`src/include/rsr_setpoint_regs.vh`:
```
// Constants for the reference setpoint register bank
`ifndef RSR_SETPOINT_REGS_VH
`define RSR_SETPOINT_REGS_VH

// ----------------------------------------------------------------
// Command codes
// ----------------------------------------------------------------
`define RSR_CODE_SCRATCH 8'hd0
`define RSR_CODE_TRIM 8'hd4
`define RSR_CODE_MARGIN_UP 8'hd5

// ----------------------------------------------------------------
// Reset and restore values
// ----------------------------------------------------------------
`define RSR_SCRATCH_RESET 16'h0000
`define RSR_TRIM_RESET 16'h0000
`define RSR_MARGIN_UP_RESTORE_LO 16'h0009
`define RSR_MARGIN_UP_RESTORE_HI 16'h000f

// ----------------------------------------------------------------
// Field layout and legal ranges
// ----------------------------------------------------------------
`define RSR_SCRATCH_WR_MASK 16'h00ff
`define RSR_TRIM_MAX 16'h003f
`define RSR_TRIM_MIN 16'hffc0
`define RSR_MARGIN_UP_MAX 16'h001f
`define RSR_MARGIN_UP_MIN 16'h0000
`define RSR_OP_MARGIN_UP_BIT 5
`define RSR_OP_MARGIN_DOWN_BIT 4
`define RSR_VOUT_EXPONENT (-9)
`define RSR_REF_LSB_UV 1953
`define RSR_SCALE_FRAC_BITS 7

// ----------------------------------------------------------------
// Converter states that select the ramp rate
// ----------------------------------------------------------------
`define RSR_STATE_SOFT_START 2'h0
`define RSR_STATE_STEADY 2'h1
`define RSR_STATE_TOFF_DELAY 2'h2
`define RSR_STATE_SOFT_STOP 2'h3

`endif

```
`src/hw/rsr_reference_setpoint_regs.v`:
```
// Scratch, trim and margin-up registers and the reference code
//
// Function
// - Scratch word: only low eight bits writable; high byte reads zero.
// - Scratch word uses word transfers only; a byte read is refused.
// - Store-all copies scratch and trim to nonvolatile; both reset zero.
// - Loop follower discards writes to trim and margin-up unchanged.
// - Follower access to trim or margin-up: no ack, fault, alert.
// - Reference equals command times loop scale plus trim, 1.953 mV LSB.
// - Margin-up added while operation bit 5; margin-down while bit 4.
// - Trim and margin use linear format, fixed exponent minus nine.
// - Trim limited to -64 through +63 LSB in single steps.
// - Out-of-range write clamps to limit, alerts, sets comm and data.
// - Combined reference also bounded by maximum and minimum limits.
// - Reference ramps at rise, transition or fall rate by state.
// - Trim is 16-bit two's complement, read/write, sign extended.
// - Margin-up accepts 0 to 31 in low five bits; rest read zero.
// - Margin-up restores to 0009h or 000fh by the option bit.
`timescale 1ns/100ps
`include "rsr_setpoint_regs.vh"
module rsr_reference_setpoint_regs (
    input wire ref_clk,
    input wire rst_n,
    input wire req_valid,
    input wire [7:0] req_code,
    input wire req_write,
    input wire req_word,
    input wire [15:0] req_wdata,
    input wire txn_end,
    input wire txn_abort,
    output reg rsp_valid,
    output reg rsp_ack,
    output reg [15:0] rsp_rdata,
    input wire loop_follower_pin,
    input wire [7:0] operation,
    input wire [15:0] vout_command,
    input wire [7:0] vout_scale_loop,
    input wire [15:0] vout_max,
    input wire [15:0] vout_min,
    input wire [15:0] margin_down_step,
    input wire [1:0] ramp_state,
    input wire [15:0] rise_period,
    input wire [15:0] transition_period,
    input wire [15:0] fall_period,
    input wire store_all,
    input wire restore_all,
    input wire [15:0] nv_scratch_in,
    input wire [15:0] nv_trim_in,
    input wire margin_up_restore_select,
    input wire clear_faults,
    output reg nv_store_valid,
    output reg [15:0] nv_scratch_out,
    output reg [15:0] nv_trim_out,
    output reg invalid_command_fault,
    output reg comm_fault,
    output reg invalid_data,
    output reg alert,
    output wire [15:0] error_amp_reference
);

    // ----------------------------------------------------------------
    // Register state
    // ----------------------------------------------------------------
    reg [15:0] user_scratch_word;
    reg [15:0] reference_trim_offset;
    reg [15:0] margin_up_step;
    reg loaded;
    reg follower_meta;
    reg follower;
    reg pend_valid;
    reg [7:0] pend_code;
    reg [15:0] pend_data;
    reg pend_bad;
    reg [15:0] target;
    reg [15:0] period;

    wire hit_scratch;
    wire hit_trim;
    wire hit_mup;
    wire hit_any;
    wire guarded;
    wire refuse;
    wire set_ivc;
    wire set_cml;
    wire commit;

    reg [15:0] clamped;
    reg out_of_range;
    reg [15:0] next_target;
    reg [15:0] next_period;
    reg [15:0] rd_value;

    wire [23:0] product;
    wire [19:0] scaled;
    wire [19:0] trim_ext;
    wire [19:0] mup_ext;
    wire [19:0] mdn_ext;
    wire [19:0] sum;

    // ----------------------------------------------------------------
    // Follower strap synchroniser
    // ----------------------------------------------------------------
    always @(posedge ref_clk) begin
        if (!rst_n) begin
            follower_meta <= 1'b0;
            follower <= 1'b0;
        end else begin
            follower_meta <= loop_follower_pin;
            follower <= follower_meta;
        end
    end

    // ----------------------------------------------------------------
    // Request decode
    // ----------------------------------------------------------------
    assign hit_scratch = (req_code == `RSR_CODE_SCRATCH);
    assign hit_trim = (req_code == `RSR_CODE_TRIM);
    assign hit_mup = (req_code == `RSR_CODE_MARGIN_UP);
    assign hit_any = hit_scratch | hit_trim | hit_mup;
    assign guarded = (hit_trim | hit_mup) & follower;
    // Scratch is a word command; a byte access of it is not legal
    assign refuse = guarded | (hit_scratch & ~req_word);
    assign set_ivc = req_valid & hit_any & refuse;
    assign commit = pend_valid & txn_end;
    assign set_cml = commit & pend_bad;

    // ----------------------------------------------------------------
    // Write data clamping
    // ----------------------------------------------------------------
    always @* begin
        clamped = req_wdata;
        out_of_range = 1'b0;
        if (hit_trim) begin
            // Signed compare covers a high byte that is not a sign copy
            if ($signed(req_wdata) > $signed(`RSR_TRIM_MAX)) begin
                clamped = `RSR_TRIM_MAX;
                out_of_range = 1'b1;
            end else if ($signed(req_wdata) < $signed(`RSR_TRIM_MIN)) begin
                clamped = `RSR_TRIM_MIN;
                out_of_range = 1'b1;
            end
        end else if (hit_mup) begin
            if ($signed(req_wdata) > $signed(`RSR_MARGIN_UP_MAX)) begin
                clamped = `RSR_MARGIN_UP_MAX;
                out_of_range = 1'b1;
            end else if ($signed(req_wdata) <
                $signed(`RSR_MARGIN_UP_MIN)) begin
                clamped = `RSR_MARGIN_UP_MIN;
                out_of_range = 1'b1;
            end
        end else begin
            clamped = req_wdata & `RSR_SCRATCH_WR_MASK;
        end
    end

    // ----------------------------------------------------------------
    // Read data
    // ----------------------------------------------------------------
    always @* begin
        rd_value = 16'h0000;
        if (hit_scratch) begin
            rd_value = user_scratch_word & `RSR_SCRATCH_WR_MASK;
        end else if (hit_trim) begin
            rd_value = reference_trim_offset;
        end else if (hit_mup) begin
            rd_value = margin_up_step & `RSR_MARGIN_UP_MAX;
        end
    end

    // ----------------------------------------------------------------
    // Response and pending write
    // ----------------------------------------------------------------
    // Writes are held until the host closes the transaction, so a
    // write cut short never reaches the reference.
    always @(posedge ref_clk) begin
        if (!rst_n) begin
            rsp_valid <= 1'b0;
            rsp_ack <= 1'b0;
            rsp_rdata <= 16'h0000;
            pend_valid <= 1'b0;
            pend_code <= 8'h00;
            pend_data <= 16'h0000;
            pend_bad <= 1'b0;
        end else begin
            rsp_valid <= req_valid & hit_any;
            rsp_ack <= req_valid & hit_any & ~refuse;
            if (req_valid & hit_any & ~refuse & ~req_write) begin
                rsp_rdata <= rd_value;
            end else begin
                rsp_rdata <= 16'h0000;
            end
            if (req_valid & hit_any & ~refuse & req_write) begin
                pend_valid <= 1'b1;
                pend_code <= req_code;
                pend_data <= clamped;
                pend_bad <= out_of_range;
            end else if (txn_end | txn_abort) begin
                pend_valid <= 1'b0;
                pend_bad <= 1'b0;
            end
        end
    end

    // ----------------------------------------------------------------
    // Register storage, restore and commit
    // ----------------------------------------------------------------
    always @(posedge ref_clk) begin
        if (!rst_n) begin
            loaded <= 1'b0;
            user_scratch_word <= `RSR_SCRATCH_RESET;
            reference_trim_offset <= `RSR_TRIM_RESET;
            margin_up_step <= `RSR_MARGIN_UP_RESTORE_LO;
        end else if (!loaded | restore_all) begin
            // Nonvolatile copies are taken one clock after release
            loaded <= 1'b1;
            user_scratch_word <= nv_scratch_in & `RSR_SCRATCH_WR_MASK;
            reference_trim_offset <= nv_trim_in;
            if (margin_up_restore_select) begin
                margin_up_step <= `RSR_MARGIN_UP_RESTORE_HI;
            end else begin
                margin_up_step <= `RSR_MARGIN_UP_RESTORE_LO;
            end
        end else if (commit) begin
            case (pend_code)
                `RSR_CODE_SCRATCH: begin
                    user_scratch_word <= pend_data;
                end
                `RSR_CODE_TRIM: begin
                    if (!follower) begin
                        reference_trim_offset <= pend_data;
                    end
                end
                `RSR_CODE_MARGIN_UP: begin
                    if (!follower) begin
                        margin_up_step <= pend_data;
                    end
                end
                default: begin
                    user_scratch_word <= user_scratch_word;
                end
            endcase
        end
    end

    // ----------------------------------------------------------------
    // Nonvolatile store request
    // ----------------------------------------------------------------
    always @(posedge ref_clk) begin
        if (!rst_n) begin
            nv_store_valid <= 1'b0;
            nv_scratch_out <= 16'h0000;
            nv_trim_out <= 16'h0000;
        end else begin
            nv_store_valid <= store_all;
            if (store_all) begin
                nv_scratch_out <= user_scratch_word;
                nv_trim_out <= reference_trim_offset;
            end
        end
    end

    // ----------------------------------------------------------------
    // Fault flags; a new event beats a clear in the same cycle
    // ----------------------------------------------------------------
    always @(posedge ref_clk) begin
        if (!rst_n) begin
            invalid_command_fault <= 1'b0;
            comm_fault <= 1'b0;
            invalid_data <= 1'b0;
            alert <= 1'b0;
        end else begin
            if (set_ivc) begin
                invalid_command_fault <= 1'b1;
            end else if (clear_faults) begin
                invalid_command_fault <= 1'b0;
            end
            if (set_ivc | set_cml) begin
                comm_fault <= 1'b1;
            end else if (clear_faults) begin
                comm_fault <= 1'b0;
            end
            if (set_cml) begin
                invalid_data <= 1'b1;
            end else if (clear_faults) begin
                invalid_data <= 1'b0;
            end
            if (set_ivc | set_cml) begin
                alert <= 1'b1;
            end else if (clear_faults) begin
                alert <= 1'b0;
            end
        end
    end

    // ----------------------------------------------------------------
    // Reference target
    // ----------------------------------------------------------------
    // All terms are reference LSBs (exponent fixed at minus nine), so
    // they add without shifting; the loop scale is a fixed-point
    // fraction with a fixed binary point.
    assign product = vout_command * vout_scale_loop;
    assign scaled = {3'b000, product[23:`RSR_SCALE_FRAC_BITS]};
    assign trim_ext = {{4{reference_trim_offset[15]}}, reference_trim_offset};
    assign mup_ext = operation[`RSR_OP_MARGIN_UP_BIT] ?
        {4'h0, margin_up_step} : 20'h00000;
    assign mdn_ext = operation[`RSR_OP_MARGIN_DOWN_BIT] ?
        {{4{margin_down_step[15]}}, margin_down_step} : 20'h00000;
    assign sum = scaled + trim_ext + mup_ext + mdn_ext;

    always @* begin
        next_target = sum[15:0];
        // The minimum check also catches a negative sum
        if ($signed(sum) < $signed({4'h0, vout_min})) begin
            next_target = vout_min;
        end else if ($signed(sum) > $signed({4'h0, vout_max})) begin
            next_target = vout_max;
        end
    end

    always @* begin
        case (ramp_state)
            `RSR_STATE_SOFT_START: begin
                next_period = rise_period;
            end
            `RSR_STATE_STEADY: begin
                next_period = transition_period;
            end
            `RSR_STATE_TOFF_DELAY: begin
                next_period = transition_period;
            end
            `RSR_STATE_SOFT_STOP: begin
                next_period = fall_period;
            end
            default: begin
                next_period = transition_period;
            end
        endcase
    end

    always @(posedge ref_clk) begin
        if (!rst_n) begin
            target <= 16'h0000;
            period <= 16'h0000;
        end else begin
            // Registers only move on commit or restore, so the target follows a
            // finished write and never a half-written one
            target <= next_target;
            period <= next_period;
        end
    end

    // ----------------------------------------------------------------
    // Slew limiter
    // ----------------------------------------------------------------
    rsr_ramp u_ramp (
        .ref_clk(ref_clk),
        .rst_n(rst_n),
        .target(target),
        .period(period),
        .level(error_amp_reference)
    );

endmodule

```
`src/hw/rsr_ramp.v`:
```
// Reference slew stepper: walks the reference toward its target
`timescale 1ns/100ps
module rsr_ramp (
    input wire ref_clk,
    input wire rst_n,
    input wire [15:0] target,
    input wire [15:0] period,
    output reg [15:0] level
);

    reg [15:0] cnt;

    // ----------------------------------------------------------------
    // One LSB per period+1 cycles; a period of zero steps every cycle
    // ----------------------------------------------------------------
    always @(posedge ref_clk) begin
        if (!rst_n) begin
            level <= 16'h0000;
            cnt <= 16'h0000;
        end else if (level == target) begin
            cnt <= 16'h0000;
        end else if (cnt >= period) begin
            cnt <= 16'h0000;
            if (level < target) begin
                level <= level + 16'h0001;
            end else begin
                level <= level - 16'h0001;
            end
        end else begin
            cnt <= cnt + 16'h0001;
        end
    end

endmodule

```
`config.mk`:
```
export PLATFORM = sky130hd
export DESIGN_NAME = rsr_reference_setpoint_regs
export DESIGN_NICKNAME = d
export VERILOG_FILES = /design/src/hw/rsr_reference_setpoint_regs.v /design/src/hw/rsr_ramp.v
export VERILOG_INCLUDE_DIRS = /design/src /design/src/include
export SDC_FILE = /design/constraint.sdc
export NUM_CORES = 1
export LEC_CHECK = 0
export ABC_AREA = 1
export BUFFER_PORTS_ARGS = -buffer_cell sky130_fd_sc_hd__buf_2
export CAP_MARGIN = 25
export CORE_ASPECT_RATIO = 1.2
export CORE_MARGIN = 2
export CORE_UTILIZATION = 53
export CTS_CLUSTER_DIAMETER = 50
export CTS_CLUSTER_SIZE = 12
export DETAILED_ROUTE_END_ITERATION = 10
export PLACE_DENSITY = 0.79
export SLEW_MARGIN = 10
export SYNTH_ARGS = -nofsm -noshare
export SYNTH_HDL_FRONTEND = slang
export SYNTH_SLANG_ARGS = --single-unit
```
`constraint.sdc`:
```
create_clock -name ref_clk -period 8.4 [get_ports ref_clk]
set_clock_uncertainty 0.05 [all_clocks]
set_input_delay 0.42 -clock ref_clk [delete_from_list [all_inputs] [get_ports ref_clk]]
set_output_delay 0.42 -clock ref_clk [all_outputs]
set_load 0.01 [all_outputs]
```
==> results of run 1 <==
==> report_power, final <==
group          switching (mW)  leakage [nW]  internal [mW]
registers              0.0338          1.59          0.993
clock network           0.447         0.302          0.411
logic                    4.01          8.29           2.77
==> worst paths after layout <==
path / cells past startpoint / start / slack [ps] / to
worst max-delay path: 42 / vout_command[1] / 530 / target[10]$_SDFF_PN0_
worst min-delay path: 3 / loop_follower_pin / 110 / follower_meta$_SDFF_PN0_
worst max register to register: 23 / reference_trim_offset[1]$_SDFFE_PN0P_ / 3700 / target[10]$_SDFF_PN0_
worst min register to register: 2 / follower_meta$_SDFF_PN0_ / 380 / follower$_SDFF_PN0_
==> state kept, by name (all words and copies together) (netlist names), 8 cells and up <==
name	flops
period	16
pend_code	8
nv_scratch_out	16
target	16
u_ramp.cnt	16
nv_trim_out	16
u_ramp.level	16
margin_up_step	16
user_scratch_word	16
rsp_rdata	16
pend_data	16
reference_trim_offset	16
==> cell type report <==
cell class	count	area [um^2]
fillers	2764	11820
multi-input cells	1500	10060
flip-flops and latches	195	3904
inverters	494	1854
repair buffers	288	1533
well taps	396	495.5
clock buffers	17	425.4
clock inverters	15	196.4
diodes	8	20.02
==> tightest hold or removal path, stage by stage <==
cell and delay (ps):
buf_2 80, nand2_1 40, inv_1 50
==> kinds of logic (layout without fill, tap and decap cells) <==
| family | count (synthesis) | count (layout) |
|---|---|---|
| flip-flops | 195 | 195 |
| AND/OR/NAND/NOR | 776 | 776 |
| XOR/XNOR | 46 | 46 |
| other | 0 | 8 |
| adder cells (fa/ha/maj) | 262 | 262 |
| buffers and inverters | 582 | 814 |
| AO/OA/AOI/OAI | 416 | 416 |
==> synth_stat cells, types with 3 or more instances <==
cell,number
inv_1,494
nand2_1,474
a21oi_1,218
dfxtp_1,195
nor2_1,163
ha_1,144
o21ai_0,128
fa_1,118
clkbuf_1,74
nand3_1,71
xor2_1,28
nand4_1,21
a31oi_1,18
nor3_1,18
xnor2_1,18
a211oi_1,9
a22oi_1,8
buf_2,5
buf_6,5
nor4_1,5
o21a_1,5
o21bai_1,5
a21o_1,4
a221oi_1,4
and3_1,4
nand3b_1,4
buf_4,3
nand3_2,3
o21ai_2,3
o221ai_1,3
or2_2,3
==> metal layers <==
metal  GRT usage  vias to the layer above  share of wire
met4     0.09519                        4          0.030
met2      0.4565                      448           0.49
met5           0                        -        0.00051
li1            -                     7545              -
met3     0.04503                       81          0.060
met1      0.3145                     6929           0.41
==> timing repair <==
| action | in CTS | in global routing |
|---|---|---|
| resized for setup | 0 | 6 |
| setup endpoints to repair | 0 | 16 |
| buffers inserted | 0 | 1 |
==> per-stage QoR <==
step	worst slack [ps]	cells
4_1_cts	413.9	2904
6_report	534.6	2913
3_3_place_gp	144.8	2872
5_1_grt	-9.472	2911
3_5_place_dp	-40.55	2872
2_1_floorplan	260.4	2277
==> results by group, run 1 <==
Status
  – Run status: complete, no violations

Synthesis
  – Synth cell types: between 40 and 50
  – Adder-Cell Fraction of Synth Area: 0.2572
  – Mapped Cells: 2277
  – Seq/Total Area, Yosys: 0.2411
  – Post-synthesis simple-gate area fraction: 0.1986
  – Synth warn: 0
  – Synth Area in XOR/XNOR: 0.02489
  – Mux share of post-synthesis cell area: 0
  – Compound-cell area share of the yosys netlist: 0.1394
  – Syn nets: between 2000 and 3000
  – Post-synth EDFFs: 0
  – Yosys top cell by area: dfxtp_1
  – Largest family of logic cells by synthesized area: adder cells
  – Synth Cell Area: 0.01619 mm^2
  – Avg Cell Area, Syn: 7.110 um^2
  – Top cells by area, synth: dfxtp_1, fa_1, inv_1, ha_1, nand2_1
  – Top FF cell, synth: dfxtp_1
  – Post-synthesis register bit count: 195
  – Asr flop ratio synth: 0
  – Synth top area share: 0.2411

Global route
  – GRT Total Usage: 0.2589
  – Largest net degree at the start of global routing: 89
  – Congestion Overflow GR: 0
  – Initial antenna violation count: 9
  – Global-route wire length before repair: 67.28 mm
  – Vias in the first global route: 14666

Critical path
  – Crit path buf inv count: 10
  – CP required: 8700 ps
  – Critical path's largest stage delay: approximately 550 ps
  – Crit path kind: input pin to flop
  – Worst path slowest cell: fa_1
  – Data arrival, critical path: just over 8000 ps
  – CP delay by family, top: adder cells
  – Critical path peak fanout: 16
  – Crit path launch type: input pin
  – CP dominant cell by count: inv_1
  – Worst setup EP type: flop

Finish
  – P&R area growth vs syn: 14.17%
  – Fraction of layout instances using a drive strength above 1: 0.1363
  – Commonest non-fill, non-tap cell in the layout: inv_1
  – Commonest cells after routing, fill and taps aside: inv_1, nand2_1, buf_2
  – Core Util, Final: 0.6100
  – Finished Cell Area: 0.01848 mm^2
  – Final #Nets: 2956

Place
  – Dpl cell area: roughly 0.018 mm^2
  – Port Buf Inserts: 254
  – Dpl hpwl: 32.95 mm
  – Final Wtd Congestion: 0.9009

STA
  – Worst Max-Slew Pin Slew: 921.0 ps
  – Slew HR: 0.3853
  – Setup TNS: 0 ps
  – Minimum hold slack: around 110 ps
  – Final setup fails: 0
  – Fin crit share: 0.9364
  – Hold Vio Cnt, Final: 0
  – Final Max Tran Viols: 0
  – Fmax achieved: 127.1 MHz
  – Final min period: 7865 ps

Flow run
  – Maxcap violations: 0

Drt
  – DRC errors left: 0
  – Total length of routed wires: 41.07 mm
  – DR WL/cell: between 10 and 15 um
  – 1st-iter DRT viols: 806
  – First-pass iteration count of the detailed router: 6
  – Vias: 15007
  – Vias per std cell: 5.152
  – Post-DRT Antenna Nets: 0

Floorplanning
  – Initial Util: 0.5342
  – Std cell rows: 70
  – Die width: 163.5 um
  – I/O Pins: 269
  – Vert. Die Dim: between 150 and 200 um
  – Core area: 0.03030 mm^2
  – Die area: 0.03197 mm^2

Pwr
  – Cell area power density: 468.8 mW/mm^2
  – P_leak: between 10 and 15 nW
  – Tot Pwr: 8.665 mW
  – Peak VDD IR: 0.4884 mV

Clock network
  – CTS Buffer Depth: 2
  – Clock-pin slew on the worst setup and hold paths: 90 ps
  – Skew-Pair Late Insertion Delay: around 460 ps
  – Hold buffers post-CTS: 0
  – H-tree depth: 4
  – Clock Sinks: 195
  – Num CTS Buffers: 17
  – CTS tree: built
  – Root buf cell: clkbuf_16

Min path
  – Path category of the worst min-delay check: input pin to flop
No activity file was read; power rests on OpenSTA's default activity.
==> run 2: changes to the inputs <==
CORE_UTILIZATION = 50   (was 53)
PLACE_DENSITY = 0.75   (was 0.79)
==> results by group, run 2 (synthesis gave the netlist of run 1 again) <==
Status
  – Run status: complete, no violations

Global route
  – Largest net degree at the start of global routing: between 80 and 90
  – GRT Total Usage: 0.2463
  – Vias in the first global route: between 10000 and 15000
  – Global-route wire length before repair: 68.32 mm
  – Initial antenna violation count: 8
  – Congestion Overflow GR: 0

Floorplanning
  – Die width: 168.3 um
  – Initial Util: 0.5048
  – Core area: 0.03207 mm^2
  – Std cell rows: 72
  – Die area: 0.03384 mm^2
  – Vert. Die Dim: between 200 and 250 um
  – I/O Pins: 269

Pwr
  – Peak VDD IR: 0.4693 mV
  – Cell area power density: roughly 480 mW/mm^2
  – P_leak: between 10 and 15 nW
  – Tot Pwr: 8.989 mW

Critical path
  – Worst reg-to-reg setup slack: 3720 ps
  – Reg2reg start: margin_up_step[1]$_SDFFE_PN0P_
  – Crit path kind: input pin to flop
  – Worst setup EP type: flop
  – CP delay by family, top: adder cells
  – Crit path launch type: input pin
  – Data arrival, critical path: 8160 ps
  – RR Endpoint: target[15]$_SDFF_PN0_
  – Reg2Reg Depth: 26
  – Worst path slowest cell: fa_1
  – CP required: 8700 ps
  – Crit path buf inv count: 10
  – Critical path peak fanout: 16
  – Critical path's largest stage delay: 560 ps

Min path
  – Hold endpoint: follower_meta$_SDFF_PN0_
  – Hold path depth: 3
  – Hold_sp: loop_follower_pin
  – Path category of the worst min-delay check: input pin to flop

Drt
  – First-pass iteration count of the detailed router: 6
  – DR WL/cell: 14.21 um
  – Total length of routed wires: 41.74 mm
  – Vias: 15181
  – 1st-iter DRT viols: 888
  – DRC errors left: 0
  – Post-DRT Antenna Nets: 0
  – Vias per std cell: 5.169

Place
  – Dpl hpwl: 33.45 mm
  – Final Wtd Congestion: 0.9061
  – Worst slack, placed: -42.14 ps
  – Post-Place Cells: between 2000 and 3000
  – Port Buf Inserts: approximately 250
  – Dpl cell area: between 0.015 and 0.02 mm^2

Finish
  – P&R area growth vs syn: 15.13%
  – Commonest cells after routing, fill and taps aside: inv_1, nand2_1, buf_2
  – Final #Nets: 2975
  – Commonest non-fill, non-tap cell in the layout: inv_1
  – Finished Cell Area: 0.01864 mm^2
  – Fillers: 2971
  – Core Util, Final: 0.5812
  – Seq. cell area: 0.003904 mm^2
  – Cell Count, Final, Fillers Out: 2937
  – Multi-input gate area: around 0.01 mm^2
  – Fraction of layout instances using a drive strength above 1: 0.1424

Clock network
  – Skew-Pair Late Insertion Delay: between 400 and 500 ps
  – CTS-repair resized insts: 0
  – Num CTS Buffers: 17
  – Root buf cell: clkbuf_16
  – H-tree depth: 4
  – CTS tree: built
  – Post-CTS setup buffer count: 0
  – CTS Buffer Depth: 2
  – Hold buffers post-CTS: 0
  – Clock Sinks: 195
  – Clock-pin slew on the worst setup and hold paths: 80 ps

STA
  – Unrepaired setup endpoints after global routing: no
  – Worst Slack Setup Final: 536.8 ps
  – Final Max Tran Viols: 0
  – Final setup fails: 0
  – Setup TNS: 0 ps
  – Slew HR: 0.4027
  – Hold Vio Cnt, Final: 0
  – Fmax achieved: 127.2 MHz
  – Final min period: 7863 ps
  – Worst Max-Slew Pin Slew: 895.0 ps
  – Minimum hold slack: ~110 ps
  – Fin crit share: 0.9361

Flow run
  – Maxcap violations: 0
run 2: worst register-to-register path: stages (launching register included):
cell and delay [ps]:
dfxtp_1 380, nand2_1 110, fa_1 500, inv_1 60
fa_1 470, ha_1 270, fa_1 470, nand2_1 100
nand3_1 80, nand3_1 90, nand2_1 80, buf_4 150
xor2_1 160, ha_1 300, nand2_1 80, nor2_1 90
nand4_1 90, nor2_1 140, buf_4 120, nand3_1 60
o21ai_1 120, nand3_2 130, buf_4 220, nand3_1 80
nand3_1 90, nand2_1 80, inv_1 40
run 2: where the power goes:
part / switching, mW / internal [mW] / total [mW]
Clock: 0.432 / 0.415 / 0.848
Combinational: 4.07 / 3.04 / 7.12
Sequential: 0.0327 / 0.993 / 1.03
Total: 4.54 / 4.45 / 8.99
run 2: how the worst max path moves through the flow:
stage	from	endpoint	slack [ps]	depth (start not counted)
global route	vout_command[2]	target[13]$_SDFF_PN0_	1	43
detailed placement	vout_command[2]	target[0]$_SDFF_PN0_	-40	40
floorplan	vout_scale_loop[7]	target[0]$_SDFF_PN0_	260	41
global placement	vout_command[2]	target[0]$_SDFF_PN0_	130	41
CTS	vout_command[2]	target[0]$_SDFF_PN0_	420	40
finish	vout_command[2]	target[15]$_SDFF_PN0_	540	42
run 2: area by class of cell:
type                       count  share of cell area
multi-input combinational   1500              0.5395
clock inverter                14            0.009532
clock buffer                  18             0.02356
inverter                     494             0.09948
sequential                   195              0.2094
antenna                        2           0.0002685
timing repair buffer         307             0.09089
tap                          407             0.02732
run 2: routing by layer:
layer	vias up	track usage	share of wire
li1	7582	-	-
met1	7032	0.2999	0.42
met2	471	0.4430	0.50
met3	88	0.04032	0.059
met4	8	0.07759	0.024
met5	-	0	0.00086
